File: config.mk
export PLATFORM = sky130hd
export DESIGN_NAME = pwm_channel_timer
export DESIGN_NICKNAME = d
export VERILOG_FILES = /design/src/hw/pwm_timer_pkg.sv /design/src/hw/pwm_channel_timer.sv
export VERILOG_INCLUDE_DIRS = /design/src /design/src/hw
export SDC_FILE = /design/constraint.sdc
export NUM_CORES = 1
export LEC_CHECK = 0
export BUFFER_PORTS_ARGS = -buffer_cell sky130_fd_sc_hd__buf_2
export CAP_MARGIN = 10
export CORE_MARGIN = 2
export CORE_UTILIZATION = 39
export CTS_CLUSTER_DIAMETER = 150
export DETAILED_ROUTE_END_ITERATION = 6
export SLEW_MARGIN = 25
export SYNTH_ARGS = -nofsm -noshare
export SYNTH_HDL_FRONTEND = slang
export SYNTH_SLANG_ARGS = --single-unit
File: constraint.sdc
create_clock -name i_clk -period 8.6 [get_ports i_clk]
set_input_delay 0.43 -clock i_clk [delete_from_list [all_inputs] [get_ports i_clk]]
set_output_delay 0.43 -clock i_clk [all_outputs]
set_load 0.01 [all_outputs]
File: src/hw/pwm_timer_defs.svh
// Address map, field layout and reset constants of the channel timer block.
`ifndef PWM_TIMER_DEFS_SVH
`define PWM_TIMER_DEFS_SVH

`define NUM_CH        6
`define NUM_PAIR      3
`define CH_IDX_W      3

// Address regions: paddr[7:5] selects a region, paddr[4:2] the word in it.
`define REGION_CTRL   3'h0
`define REGION_CNT    3'h1
`define REGION_PER    3'h2
`define REGION_DUTY   3'h3

// Words of the control region.
`define CTRL_ENABLE   3'h0
`define CTRL_POLARITY 3'h1
`define CTRL_CLKSEL   3'h2
`define CTRL_ALIGN    3'h3
`define CTRL_PAIRING  3'h4
`define CTRL_SCALE    3'h5

// Reset and clear values.
`define RST_BYTE      8'h00
`define RST_BITS      6'h00
`define RST_PAIR      3'h0
`define RST_UP        6'h3f
`define CNT_CLEAR     16'h0000
`define CNT_STEP      16'h0001
`define RD_ZERO       32'h0000_0000

`endif

File: src/hw/pwm_timer_pkg.sv
// Types shared by the channel timer block and its bench.
package pwm_timer_pkg;

   // APB request from the master.
   typedef struct packed {
      logic        psel;
      logic        penable;
      logic        pwrite;
      logic [7:0]  paddr;
      logic [31:0] pwdata;
   } apb_req_t;

   // APB answer to the master.
   typedef struct packed {
      logic [31:0] prdata;
      logic        pready;
      logic        pslverr;
   } apb_rsp_t;

   // Working view of one channel, or of one joined pair, as 16 bits.
   typedef struct packed {
      logic [15:0] cnt;
      logic        up;
      logic        ff;
      logic [15:0] per;
      logic [15:0] duty;
   } step_t;

   // Whole state of the block.
   typedef struct packed {
      logic [5:0][7:0] channel_counter;
      logic [5:0][7:0] period_value;
      logic [5:0][7:0] duty_value;
      logic [5:0][7:0] period_buf;
      logic [5:0][7:0] duty_buf;
      logic [5:0]      count_up;
      logic [5:0]      out_ff;
      logic [5:0]      pwm;
      logic [5:0]      channel_enable_bit;
      logic [5:0]      polarity_bit;
      logic [5:0]      clock_select_bit;
      logic [5:0]      center_align_select;
      logic [2:0]      pair_join;
      logic [7:0]      scale;
      logic [7:0]      presc;
      logic [31:0]     rdata;
      logic            slverr;
   } state_t;

endpackage : pwm_timer_pkg
File: src/hw/pwm_channel_timer.sv
// Six 8-bit pulse-width channel timers with alignment modes and pair joining.
//
// The address map and the APB interface to the registers are this design's own decisions.
`timescale 1ns/1ps
`include "pwm_timer_defs.svh"
// Overview of operation
// - Counter write while enabled restarts the period, output at polarity level.
// - Counter clears on any counter write and at end of effective period.
// - Counter holds while disabled and resumes from held value when enabled.
// - Alignment bit zero gives left-aligned, one gives center-aligned waveform.
// - Left-aligned counts up only; output flop toggles at duty match.
// - Left-aligned period match clears counter and flop, loads buffered values.
// - Left-aligned counter runs zero to period minus one.
// - Center-aligned counter direction is forced up whenever count is zero.
// - Center-aligned period match while counting up turns the counter down.
// - Center-aligned flop toggles at duty match going up and going down.
// - Center-aligned reaching zero downward turns up and loads buffered values.
// - Center-aligned effective period is twice the period value.
// - Three join bits merge pairs 4-5, 2-3, 0-1 into 16-bit channels.
// - The lower-numbered channel supplies the high bytes of a joined pair.
// - Joined pair uses low-order clock select, polarity and output pin.
// - Joined pair starts by low-order enable only; high-order output stays off.
// - Writing either counter byte of a joined pair clears all 16 bits.
// - Joined pair takes alignment from the low-order channel only.
// - Period and duty writes stay buffered while enabled until a load point.
// - Polarity one starts each cycle high; polarity zero starts it low.
// - After reset counters count up and all channels are disabled.

module pwm_channel_timer
(
   // Clock and reset.
   input  wire logic                    i_clk,
   input  wire logic                    i_srst,
   // Register bus.
   input  wire pwm_timer_pkg::apb_req_t i_apb,
   output      pwm_timer_pkg::apb_rsp_t o_apb,
   // Waveform outputs.
   output      logic [5:0]              o_pwm
);
   import pwm_timer_pkg::*;

   state_t st_reg;
   state_t st_next;

   // Per-channel views shared with the checks below.
   logic [5:0] cnt_wr;
   logic [5:0] eff_en;
   logic [5:0] eff_tick;
   logic [5:0] joined;

   // ==========================================================
   // Channel step
   // ==========================================================
   function automatic step_t chan_step
   (
      input step_t       s,
      input logic [15:0] per_b,
      input logic [15:0] duty_b,
      input logic        en,
      input logic        tick,
      input logic        clr,
      input logic        center
   );
      step_t       n;
      logic [15:0] c;
      logic        up;
      n  = s;
      c  = s.cnt;
      up = s.up;
      if (center && s.cnt == `CNT_CLEAR)
      begin
         n.up = 1'b1;
         up   = 1'b1;
      end
      if (clr)
      begin
         n.cnt  = `CNT_CLEAR;
         n.up   = 1'b1;
         n.ff   = 1'b0;
         n.per  = per_b;
         n.duty = duty_b;
      end
      else if (!en)
      begin
         n.per  = per_b;
         n.duty = duty_b;
      end
      else if (tick)
      begin
         if (s.per == `CNT_CLEAR)
            n.cnt = `CNT_CLEAR;
         else if (!center)
         begin
            c = s.cnt + `CNT_STEP;
            if (c == s.per)
            begin
               n.cnt  = `CNT_CLEAR;
               n.ff   = 1'b0;
               n.per  = per_b;
               n.duty = duty_b;
            end
            else
            begin
               n.cnt = c;
               if (c == s.duty)
                  n.ff = ~s.ff;
            end
         end
         else
         begin
            if (up && s.cnt == s.per)
            begin
               up = 1'b0;
               c  = s.cnt - `CNT_STEP;
            end
            else if (up)
               c = s.cnt + `CNT_STEP;
            else
               c = s.cnt - `CNT_STEP;
            n.cnt = c;
            n.up  = up;
            if (c == s.duty)
               n.ff = ~s.ff;
            if (!up && c == `CNT_CLEAR)
            begin
               n.up   = 1'b1;
               n.ff   = 1'b0;
               n.per  = per_b;
               n.duty = duty_b;
            end
         end
      end
      return n;
   endfunction : chan_step

   // ==========================================================
   // Next state
   // ==========================================================
   always_comb
   begin
      logic                  setup;
      logic                  wr;
      logic [2:0]            region;
      logic [`CH_IDX_W-1:0]  idx;
      logic                  ch_ok;
      logic                  tick_s;
      logic [31:0]           rd;
      logic                  hit;
      int                    hi;
      step_t                 s;
      step_t                 r;
      logic [15:0]           per_b;
      logic [15:0]           duty_b;
      logic                  clr;
      setup   = i_apb.psel && !i_apb.penable;
      wr      = i_apb.psel && i_apb.penable && i_apb.pwrite;
      region  = i_apb.paddr[7:5];
      idx     = i_apb.paddr[4:2];
      ch_ok   = (idx < `CH_IDX_W'(`NUM_CH));
      st_next = st_reg;
      cnt_wr  = `RST_BITS;
      eff_en  = `RST_BITS;
      eff_tick = `RST_BITS;
      joined  = `RST_BITS;
      rd      = `RD_ZERO;
      hit     = ch_ok;
      hi      = 0;
      s       = '0;
      r       = '0;
      per_b   = `CNT_CLEAR;
      duty_b  = `CNT_CLEAR;
      clr     = 1'b0;

      // Prescaled tick: one pulse every scale+1 bus clocks.
      tick_s        = (st_reg.presc == `RST_BYTE);
      st_next.presc = tick_s ? st_reg.scale : st_reg.presc - 8'h01;

      // Register writes take effect in the access phase.
      if (wr)
      begin
         case (region)
            `REGION_CTRL:
            begin
               case (idx)
                  `CTRL_ENABLE:   st_next.channel_enable_bit  = i_apb.pwdata[5:0];
                  `CTRL_POLARITY: st_next.polarity_bit        = i_apb.pwdata[5:0];
                  `CTRL_CLKSEL:   st_next.clock_select_bit    = i_apb.pwdata[5:0];
                  `CTRL_ALIGN:    st_next.center_align_select = i_apb.pwdata[5:0];
                  `CTRL_PAIRING:  st_next.pair_join           = i_apb.pwdata[2:0];
                  `CTRL_SCALE:
                  begin
                     st_next.scale = i_apb.pwdata[7:0];
                     st_next.presc = i_apb.pwdata[7:0];
                  end
                  default: ;
               endcase
            end
            `REGION_CNT:  if (ch_ok) cnt_wr[idx] = 1'b1;
            `REGION_PER:  if (ch_ok) st_next.period_buf[idx] = i_apb.pwdata[7:0];
            `REGION_DUTY: if (ch_ok) st_next.duty_buf[idx] = i_apb.pwdata[7:0];
            default: ;
         endcase
      end

      // Channel timers; odd channels carry a joined pair.
      for (int ch = 0; ch < `NUM_CH; ch++)
      begin
         hi         = ch - 1;
         joined[ch] = st_reg.pair_join[ch / 2];
         if (joined[ch] && (ch % 2 == 0))
            st_next.pwm[ch] = 1'b0;
         else if (joined[ch])
         begin
            s.cnt  = {st_reg.channel_counter[hi], st_reg.channel_counter[ch]};
            s.per  = {st_reg.period_value[hi], st_reg.period_value[ch]};
            s.duty = {st_reg.duty_value[hi], st_reg.duty_value[ch]};
            s.up   = st_reg.count_up[ch];
            s.ff   = st_reg.out_ff[ch];
            per_b  = {st_reg.period_buf[hi], st_reg.period_buf[ch]};
            duty_b = {st_reg.duty_buf[hi], st_reg.duty_buf[ch]};
            clr    = cnt_wr[ch] || cnt_wr[hi];
            eff_en[ch]   = st_reg.channel_enable_bit[ch];
            eff_tick[ch] = st_reg.clock_select_bit[ch] ? tick_s : 1'b1;
            r = chan_step(s, per_b, duty_b, eff_en[ch], eff_tick[ch], clr,
                          st_reg.center_align_select[ch]);
            {st_next.channel_counter[hi], st_next.channel_counter[ch]} = r.cnt;
            {st_next.period_value[hi], st_next.period_value[ch]}       = r.per;
            {st_next.duty_value[hi], st_next.duty_value[ch]}           = r.duty;
            st_next.count_up[ch] = r.up;
            st_next.out_ff[ch]   = r.ff;
            st_next.pwm[ch]      = eff_en[ch] && (r.ff ^ st_reg.polarity_bit[ch]);
         end
         else
         begin
            s.cnt  = {8'h00, st_reg.channel_counter[ch]};
            s.per  = {8'h00, st_reg.period_value[ch]};
            s.duty = {8'h00, st_reg.duty_value[ch]};
            s.up   = st_reg.count_up[ch];
            s.ff   = st_reg.out_ff[ch];
            per_b  = {8'h00, st_reg.period_buf[ch]};
            duty_b = {8'h00, st_reg.duty_buf[ch]};
            eff_en[ch]   = st_reg.channel_enable_bit[ch];
            eff_tick[ch] = st_reg.clock_select_bit[ch] ? tick_s : 1'b1;
            r = chan_step(s, per_b, duty_b, eff_en[ch], eff_tick[ch], cnt_wr[ch],
                          st_reg.center_align_select[ch]);
            st_next.channel_counter[ch] = r.cnt[7:0];
            st_next.period_value[ch]    = r.per[7:0];
            st_next.duty_value[ch]      = r.duty[7:0];
            st_next.count_up[ch]        = r.up;
            st_next.out_ff[ch]          = r.ff;
            st_next.pwm[ch] = eff_en[ch] && (r.ff ^ st_reg.polarity_bit[ch]);
         end
      end

      // Read data is captured in the setup phase so it leaves a flop.
      case (region)
         `REGION_CTRL:
         begin
            hit = 1'b1;
            case (idx)
               `CTRL_ENABLE:   rd[5:0] = st_reg.channel_enable_bit;
               `CTRL_POLARITY: rd[5:0] = st_reg.polarity_bit;
               `CTRL_CLKSEL:   rd[5:0] = st_reg.clock_select_bit;
               `CTRL_ALIGN:    rd[5:0] = st_reg.center_align_select;
               `CTRL_PAIRING:  rd[2:0] = st_reg.pair_join;
               `CTRL_SCALE:    rd[7:0] = st_reg.scale;
               default:        hit     = 1'b0;
            endcase
         end
         `REGION_CNT:
         begin
            if (ch_ok)
               rd[7:0] = st_reg.channel_counter[idx];
            if (ch_ok && idx[0] && st_reg.pair_join[idx[2:1]])
               rd[15:8] = st_reg.channel_counter[idx - 3'h1];
         end
         `REGION_PER:  if (ch_ok) rd[7:0] = st_reg.period_buf[idx];
         `REGION_DUTY: if (ch_ok) rd[7:0] = st_reg.duty_buf[idx];
         default: hit = 1'b0;
      endcase
      if (setup)
      begin
         st_next.rdata  = rd;
         st_next.slverr = !hit;
      end
   end

   // ==========================================================
   // State register
   // ==========================================================
   always_ff @(posedge i_clk)
   begin
      if (i_srst)
      begin
         st_reg          <= '0;
         st_reg.count_up <= `RST_UP;
      end
      else
         st_reg <= st_next;
   end

   assign o_apb.prdata  = st_reg.rdata;
   assign o_apb.pready  = 1'b1;
   assign o_apb.pslverr = st_reg.slverr;
   assign o_pwm         = st_reg.pwm;

   // ==========================================================
   // Checks
   // ==========================================================
   chk_reset_idle:
   assert property (@(posedge i_clk) disable iff (1'b0)
      i_srst |=> (st_reg.channel_enable_bit == `RST_BITS) && (&st_reg.count_up))
      else $error("channels not idle and counting up after reset");

   for (genvar g = 0; g < `NUM_CH; g++)
   begin : g_chk
      chk_cnt_clear:
      assert property (@(posedge i_clk) disable iff (i_srst)
         cnt_wr[g] |=> (st_reg.channel_counter[g] == `RST_BYTE))
         else $error("counter not cleared by a counter write");
      chk_restart_lvl:
      assert property (@(posedge i_clk) disable iff (i_srst)
         (cnt_wr[g] && eff_en[g]) |=> (st_reg.pwm[g] == st_reg.polarity_bit[g]))
         else $error("restart did not drive the polarity level");
      chk_hold_off:
      assert property (@(posedge i_clk) disable iff (i_srst)
         (!st_reg.channel_enable_bit[g] && !joined[g] && !cnt_wr[g])
         |=> $stable(st_reg.channel_counter[g]))
         else $error("counter moved while disabled");
      chk_hi_off:
      assert property (@(posedge i_clk) disable iff (i_srst)
         (joined[g] && (g % 2 == 0)) |=> !st_reg.pwm[g])
         else $error("high-order output of a joined pair is active");
      chk_left_wrap:
      assert property (@(posedge i_clk) disable iff (i_srst)
         (eff_en[g] && eff_tick[g] && !joined[g] && !cnt_wr[g]
          && !st_reg.center_align_select[g] && st_reg.period_value[g] != `RST_BYTE
          && st_reg.channel_counter[g] + 8'h01 == st_reg.period_value[g])
         |=> (st_reg.channel_counter[g] == `RST_BYTE) && !st_reg.out_ff[g]
             && (st_reg.period_value[g] == $past(st_reg.period_buf[g])))
         else $error("left-aligned period end misbehaved");
      chk_left_up:
      assert property (@(posedge i_clk) disable iff (i_srst)
         (eff_en[g] && eff_tick[g] && !joined[g] && !cnt_wr[g]
          && !st_reg.center_align_select[g]
          && st_reg.channel_counter[g] + 8'h01 < st_reg.period_value[g])
         |=> (st_reg.channel_counter[g] == $past(st_reg.channel_counter[g]) + 8'h01))
         else $error("left-aligned counter did not count up");
      chk_center_turn:
      assert property (@(posedge i_clk) disable iff (i_srst)
         (eff_en[g] && eff_tick[g] && !joined[g] && !cnt_wr[g]
          && st_reg.center_align_select[g] && st_reg.count_up[g]
          && st_reg.period_value[g] != `RST_BYTE
          && st_reg.channel_counter[g] == st_reg.period_value[g])
         |=> (!st_reg.count_up[g] || st_reg.channel_counter[g] == `RST_BYTE)
             ##1 (!eff_tick[g] || !st_reg.count_up[g]
             || st_reg.channel_counter[g] == `RST_BYTE || cnt_wr[g]))
         else $error("center-aligned counter did not turn down");
      chk_center_zero:
      assert property (@(posedge i_clk) disable iff (i_srst)
         (eff_en[g] && eff_tick[g] && !joined[g] && !cnt_wr[g]
          && st_reg.center_align_select[g] && !st_reg.count_up[g]
          && st_reg.channel_counter[g] == 8'h01)
         |=> st_reg.count_up[g] && (st_reg.duty_value[g] == $past(st_reg.duty_buf[g])))
         else $error("center-aligned bottom did not reload and turn up");
   end

endmodule : pwm_channel_timer

==> results by group <==
Worst setup path
  • Data required time of the critical path: 9.04 ns
  • Max Fanout on Critical Path: 16
  • Startpoint type of the worst setup path: flip-flop
  • Worst setup path category: flip-flop to flip-flop
  • Critical path capture point type: flip-flop
  • Crit path DAT: 5.94 ns

Detailed routing
  • Number of DRC markers after the initial detailed-route iteration: 3407
  • Pre-antenna DRT Iters: 6
  • Antenna viol nets, final: 0
  • Average wire per cell in the routed design: 24.1 um
  • Via count normalized by instance count: 6.40
  • Total Wirelength: 99700 um
  • Total via count after detailed routing: 26500
  • Number of remaining DRC errors: 0

Power and ir drop
  • Clock power share: 0.496
  • Switching part of the total: 0.256
  • Net load switching power: 0.000916 W
  • Part of the total power dissipated in sequential elements: 0.421
  • Leakage power total: 9.47 nW
  • Pwr/cell area: 129 nW/um^2
  • Final total power: 0.00358 W
  • Internal power consumption: 0.00266 W
  • Part of the total power dissipated in combinational logic: 0.083
  • Worst ir drop on vdd: 0.124 mV

Cells and area
  • Sequential standard cell area: 6370 sq um
  • Count of inserted antenna diode cells: 0
  • Nets: 3308
  • Number of flip-flops in the largest register: 289
  • Layout cell share with drive strength beyond 1: 0.0848
  • Multi-input combinational cell area: 17900 sq um
  • Area growth from synthesis to layout: 7.23%
  • Filler cells: 6724

Global route
  • Met3 track demand over resource in global routing: 0.0553
  • GRT overflow: 0
  • First-pass GRT wire length: 150000 um
  • Largest net degree at the start of global routing: 102
  • Antenna violations before repair: 5
  • Layer carrying the most global-route usage: met2
  • Met2 Track Usage GR: 0.422
  • Vias in the first global route: 23700
  • Met1 layer usage reported by global route: 0.393
  • Combined global-route utilization of all metal layers: 0.283

Floorplan
  • Row count: 94
  • Starting density of the core: 0.393
  • Placeable core region: 65700 sq um
  • Die span in x: 261 um
  • Die outline area: 68400 sq um
  • I/O pins: 85
  • Height of the chip: 261 um

Timing
  • Worst relative slew slack: 0.229
  • Final Max Slew Viols: 0
  • Achievable frequency: 0.182 GHz
  • WHS: 0.309 ns
  • Final clock period utilization by the worst path: 0.640
  • Worst Slack Setup Final: 3.10 ns
  • Total count of hold-check failures in the final report: 0
  • Final critical path time including I/O delays and setup: 5.50 ns
  • Worst Clk Skew: 0.0293 ns
  • RSZ-0062 raised after global routing: no
  • Transition time of the tightest slew-check pin: 1.15 ns
  • Final number of setup-violating endpoints: 0
  • Setup tns final: 0 ns

Synthesis
  • Top cells by area in the synthesized netlist: sky130_fd_sc_hd__dfxtp_1 (25%), sky130_fd_sc_hd__xnor2_1 (7.4%), sky130_fd_sc_hd__mux2i_1 (7.2%)
  • Cell type with the largest total area after synthesis: sky130_fd_sc_hd__dfxtp_1
  • Proportion of register bits with asynchronous set or reset after synthesis: 0
  • Count of distinct cell types in the synthesized netlist: 107
  • EDFF count, synth: 0
  • Sequential share of the synthesized area: 0.246
  • Fraction of synthesized cell area taken by the top area cell type: 0.246
  • Count of yosys warnings during synthesis: 0
  • Flip-flop and latch count after synthesis: 318
  • Post-synthesis cell count: 3383
  • Netlist area before placement: 25900 sq um
  • Main synth FF type: sky130_fd_sc_hd__dfxtp_1
  • Average cell area after synthesis: 7.64 sq um

Clock tree
  • CTS tree: built
  • Number of buffers created by CTS: 39
  • Clk buf depth: 3
  • Source-to-sink clock delay at the later pin of the worst-skew pair: 0.58 ns
  • Clock root buffer master: sky130_fd_sc_hd__clkbuf_16
  • Post-cts gate resize count: 0
  • Hold buffer count at CTS: 0
  • Clock sink count: 318
  • # Post-CTS Setup Buffers: 0
  • Maximum level of the CTS H-tree: 2
  • Clock slew at reported path FFs: 0.06 ns

Outcome
  • Outcome: complete, no violations

Placement
  • Final weighted congestion in routability-driven placement: 1.02
  • Count of buffers inserted at the top-level ports: 41
  • HPWL Detailed: 71400 um
  • Worst setup slack after placement: 3.21 ns

Flow run
  • Max-Cap Viols: 0

Hold path
  • Hold crit path type: input pin to flip-flop
==> stage by stage <==
| stage | instance area (sq um) | util | instances |
|---|---|---|---|
| floorplan | 25900 | - | 3398 |
| global placement | 26300 | 0.400 | 4060 |
| detailed placement | 26300 | 0.400 | 4060 |
| CTS | 27700 | 0.421 | 4129 |
| global route | 27700 | 0.422 | 4130 |
| finish | 27700 | 0.422 | 4130 |
==> worst max-delay path: stages (launching register included) <==
cell and delay, ns:
sky130_fd_sc_hd__dfxtp_1 0.87, sky130_fd_sc_hd__ha_1 0.69, sky130_fd_sc_hd__nand3_1 0.49, sky130_fd_sc_hd__nor3_1 0.28
sky130_fd_sc_hd__o211ai_1 0.13, sky130_fd_sc_hd__nor4b_1 0.65, sky130_fd_sc_hd__nand3_1 0.13, sky130_fd_sc_hd__nor3_1 0.64
sky130_fd_sc_hd__o221ai_1 0.19, sky130_fd_sc_hd__o211a_1 0.31, sky130_fd_sc_hd__a31oi_4 0.62, sky130_fd_sc_hd__mux2i_1 0.29
sky130_fd_sc_hd__nor2_1 0.06
==> synthesized netlist by cell type, types with 45 or more instances <==
| cell type | instances |
|---|---|
| sky130_fd_sc_hd__o21ai_0 | 122 |
| sky130_fd_sc_hd__nor4_1 | 55 |
| sky130_fd_sc_hd__xor2_1 | 94 |
| sky130_fd_sc_hd__nand2b_1 | 48 |
| sky130_fd_sc_hd__buf_4 | 45 |
| sky130_fd_sc_hd__buf_2 | 60 |
| sky130_fd_sc_hd__nor3_1 | 97 |
| sky130_fd_sc_hd__mux2i_1 | 186 |
| sky130_fd_sc_hd__xnor2_1 | 219 |
| sky130_fd_sc_hd__inv_1 | 56 |
| sky130_fd_sc_hd__nand2_1 | 288 |
| sky130_fd_sc_hd__nand3_1 | 160 |
| sky130_fd_sc_hd__nand4_1 | 63 |
| sky130_fd_sc_hd__dfxtp_1 | 318 |
| sky130_fd_sc_hd__clkbuf_1 | 177 |
| sky130_fd_sc_hd__a22oi_1 | 76 |
| sky130_fd_sc_hd__a22o_1 | 53 |
| sky130_fd_sc_hd__nor2_1 | 324 |
| sky130_fd_sc_hd__a21oi_1 | 236 |
==> power by group through the flow <==
| stage | Sequential [W] | Combinational [W] | Clock (W) |
|---|---|---|---|
| after floorplan | 0.00154 | 0.000222 | 0 |
| final | 0.00151 | 0.000297 | 0.00177 |
| after detailed placement | 0.00154 | 0.000287 | 0 |
| after global placement | 0.00154 | 0.000284 | 0 |
| after CTS | 0.00151 | 0.000288 | 0.00180 |
| after global routing | 0.00151 | 0.000317 | 0.00186 |
==> logic make-up after synthesis <==
logic type               share of synthesized area
buffers and inverters                       0.0678
AND/OR/NAND/NOR                              0.255
AO/OA/AOI/OAI                                0.222
other                                     0.000290
XOR/XNOR                                     0.111
flip-flops                                   0.246
adder cells (fa/ha/maj)                     0.0121
multiplexers                                0.0851
==> area by class of cell <==
class,count,area share
multi-input combinational,2700,0.645
inverter,57,0.00772
clock buffer,53,0.0393
clock inverter,16,0.00925
sequential,318,0.230
tap,864,0.0390
timing repair buffer,122,0.0305
==> cell usage in the layout, fill, tap and decap left out, drive strengths merged, types with 14 or more instances in the layout <==
| master | instances |
|---|---|
| nor4b | 14 |
| dfxtp | 318 |
| clkbuf | 53 |
| o22ai | 15 |
| a21oi | 239 |
| o2111ai | 16 |
| o21ai | 139 |
| a221oi | 25 |
| nand2b | 48 |
| a22o | 53 |
| mux2i | 186 |
| o211ai | 34 |
| ha | 25 |
| nand2 | 288 |
| nand3 | 160 |
| and3 | 38 |
| or4 | 30 |
| or3 | 29 |
| and2 | 30 |
| nor4 | 66 |
| nor2b | 15 |
| nand3b | 14 |
| o31ai | 18 |
| a31oi | 38 |
| a2111oi | 17 |
| nand4 | 63 |
| buf | 122 |
| xor2 | 94 |
| xnor2 | 219 |
| nor3 | 100 |
| a211oi | 17 |
| inv | 59 |
| conb | 17 |
| nor2 | 325 |
| nor3b | 14 |
| a22oi | 76 |
| mux2 | 14 |
| o21a | 14 |
==> path summary, 6_finish.rpt <==
path | startpoint | end | slack [ns] | cells after the start
worst min register to register | o_apb[0]$_SDFFE_PP0P_ | o_apb[0]$_SDFFE_PP0P_ | 0.48 | 2
worst max-delay path | st_reg[295]$_SDFFE_PP0P_ | st_reg[244]$_SDFFE_PP0P_ | 3.10 | 12
worst max register to register | st_reg[295]$_SDFFE_PP0P_ | st_reg[244]$_SDFFE_PP0P_ | 3.10 | 12
worst min-delay path | i_srst | o_apb[15]$_SDFFE_PP0P_ | 0.31 | 2
==> per-layer routing <==
layer / share of wire / vias up
met5: 0.00040 / -
met3: 0.099 / 285
met4: 0.048 / 6
li1: - / 12100
met2: 0.43 / 1527
met1: 0.43 / 12600
Note: power is estimated with default switching activity, not from simulation.
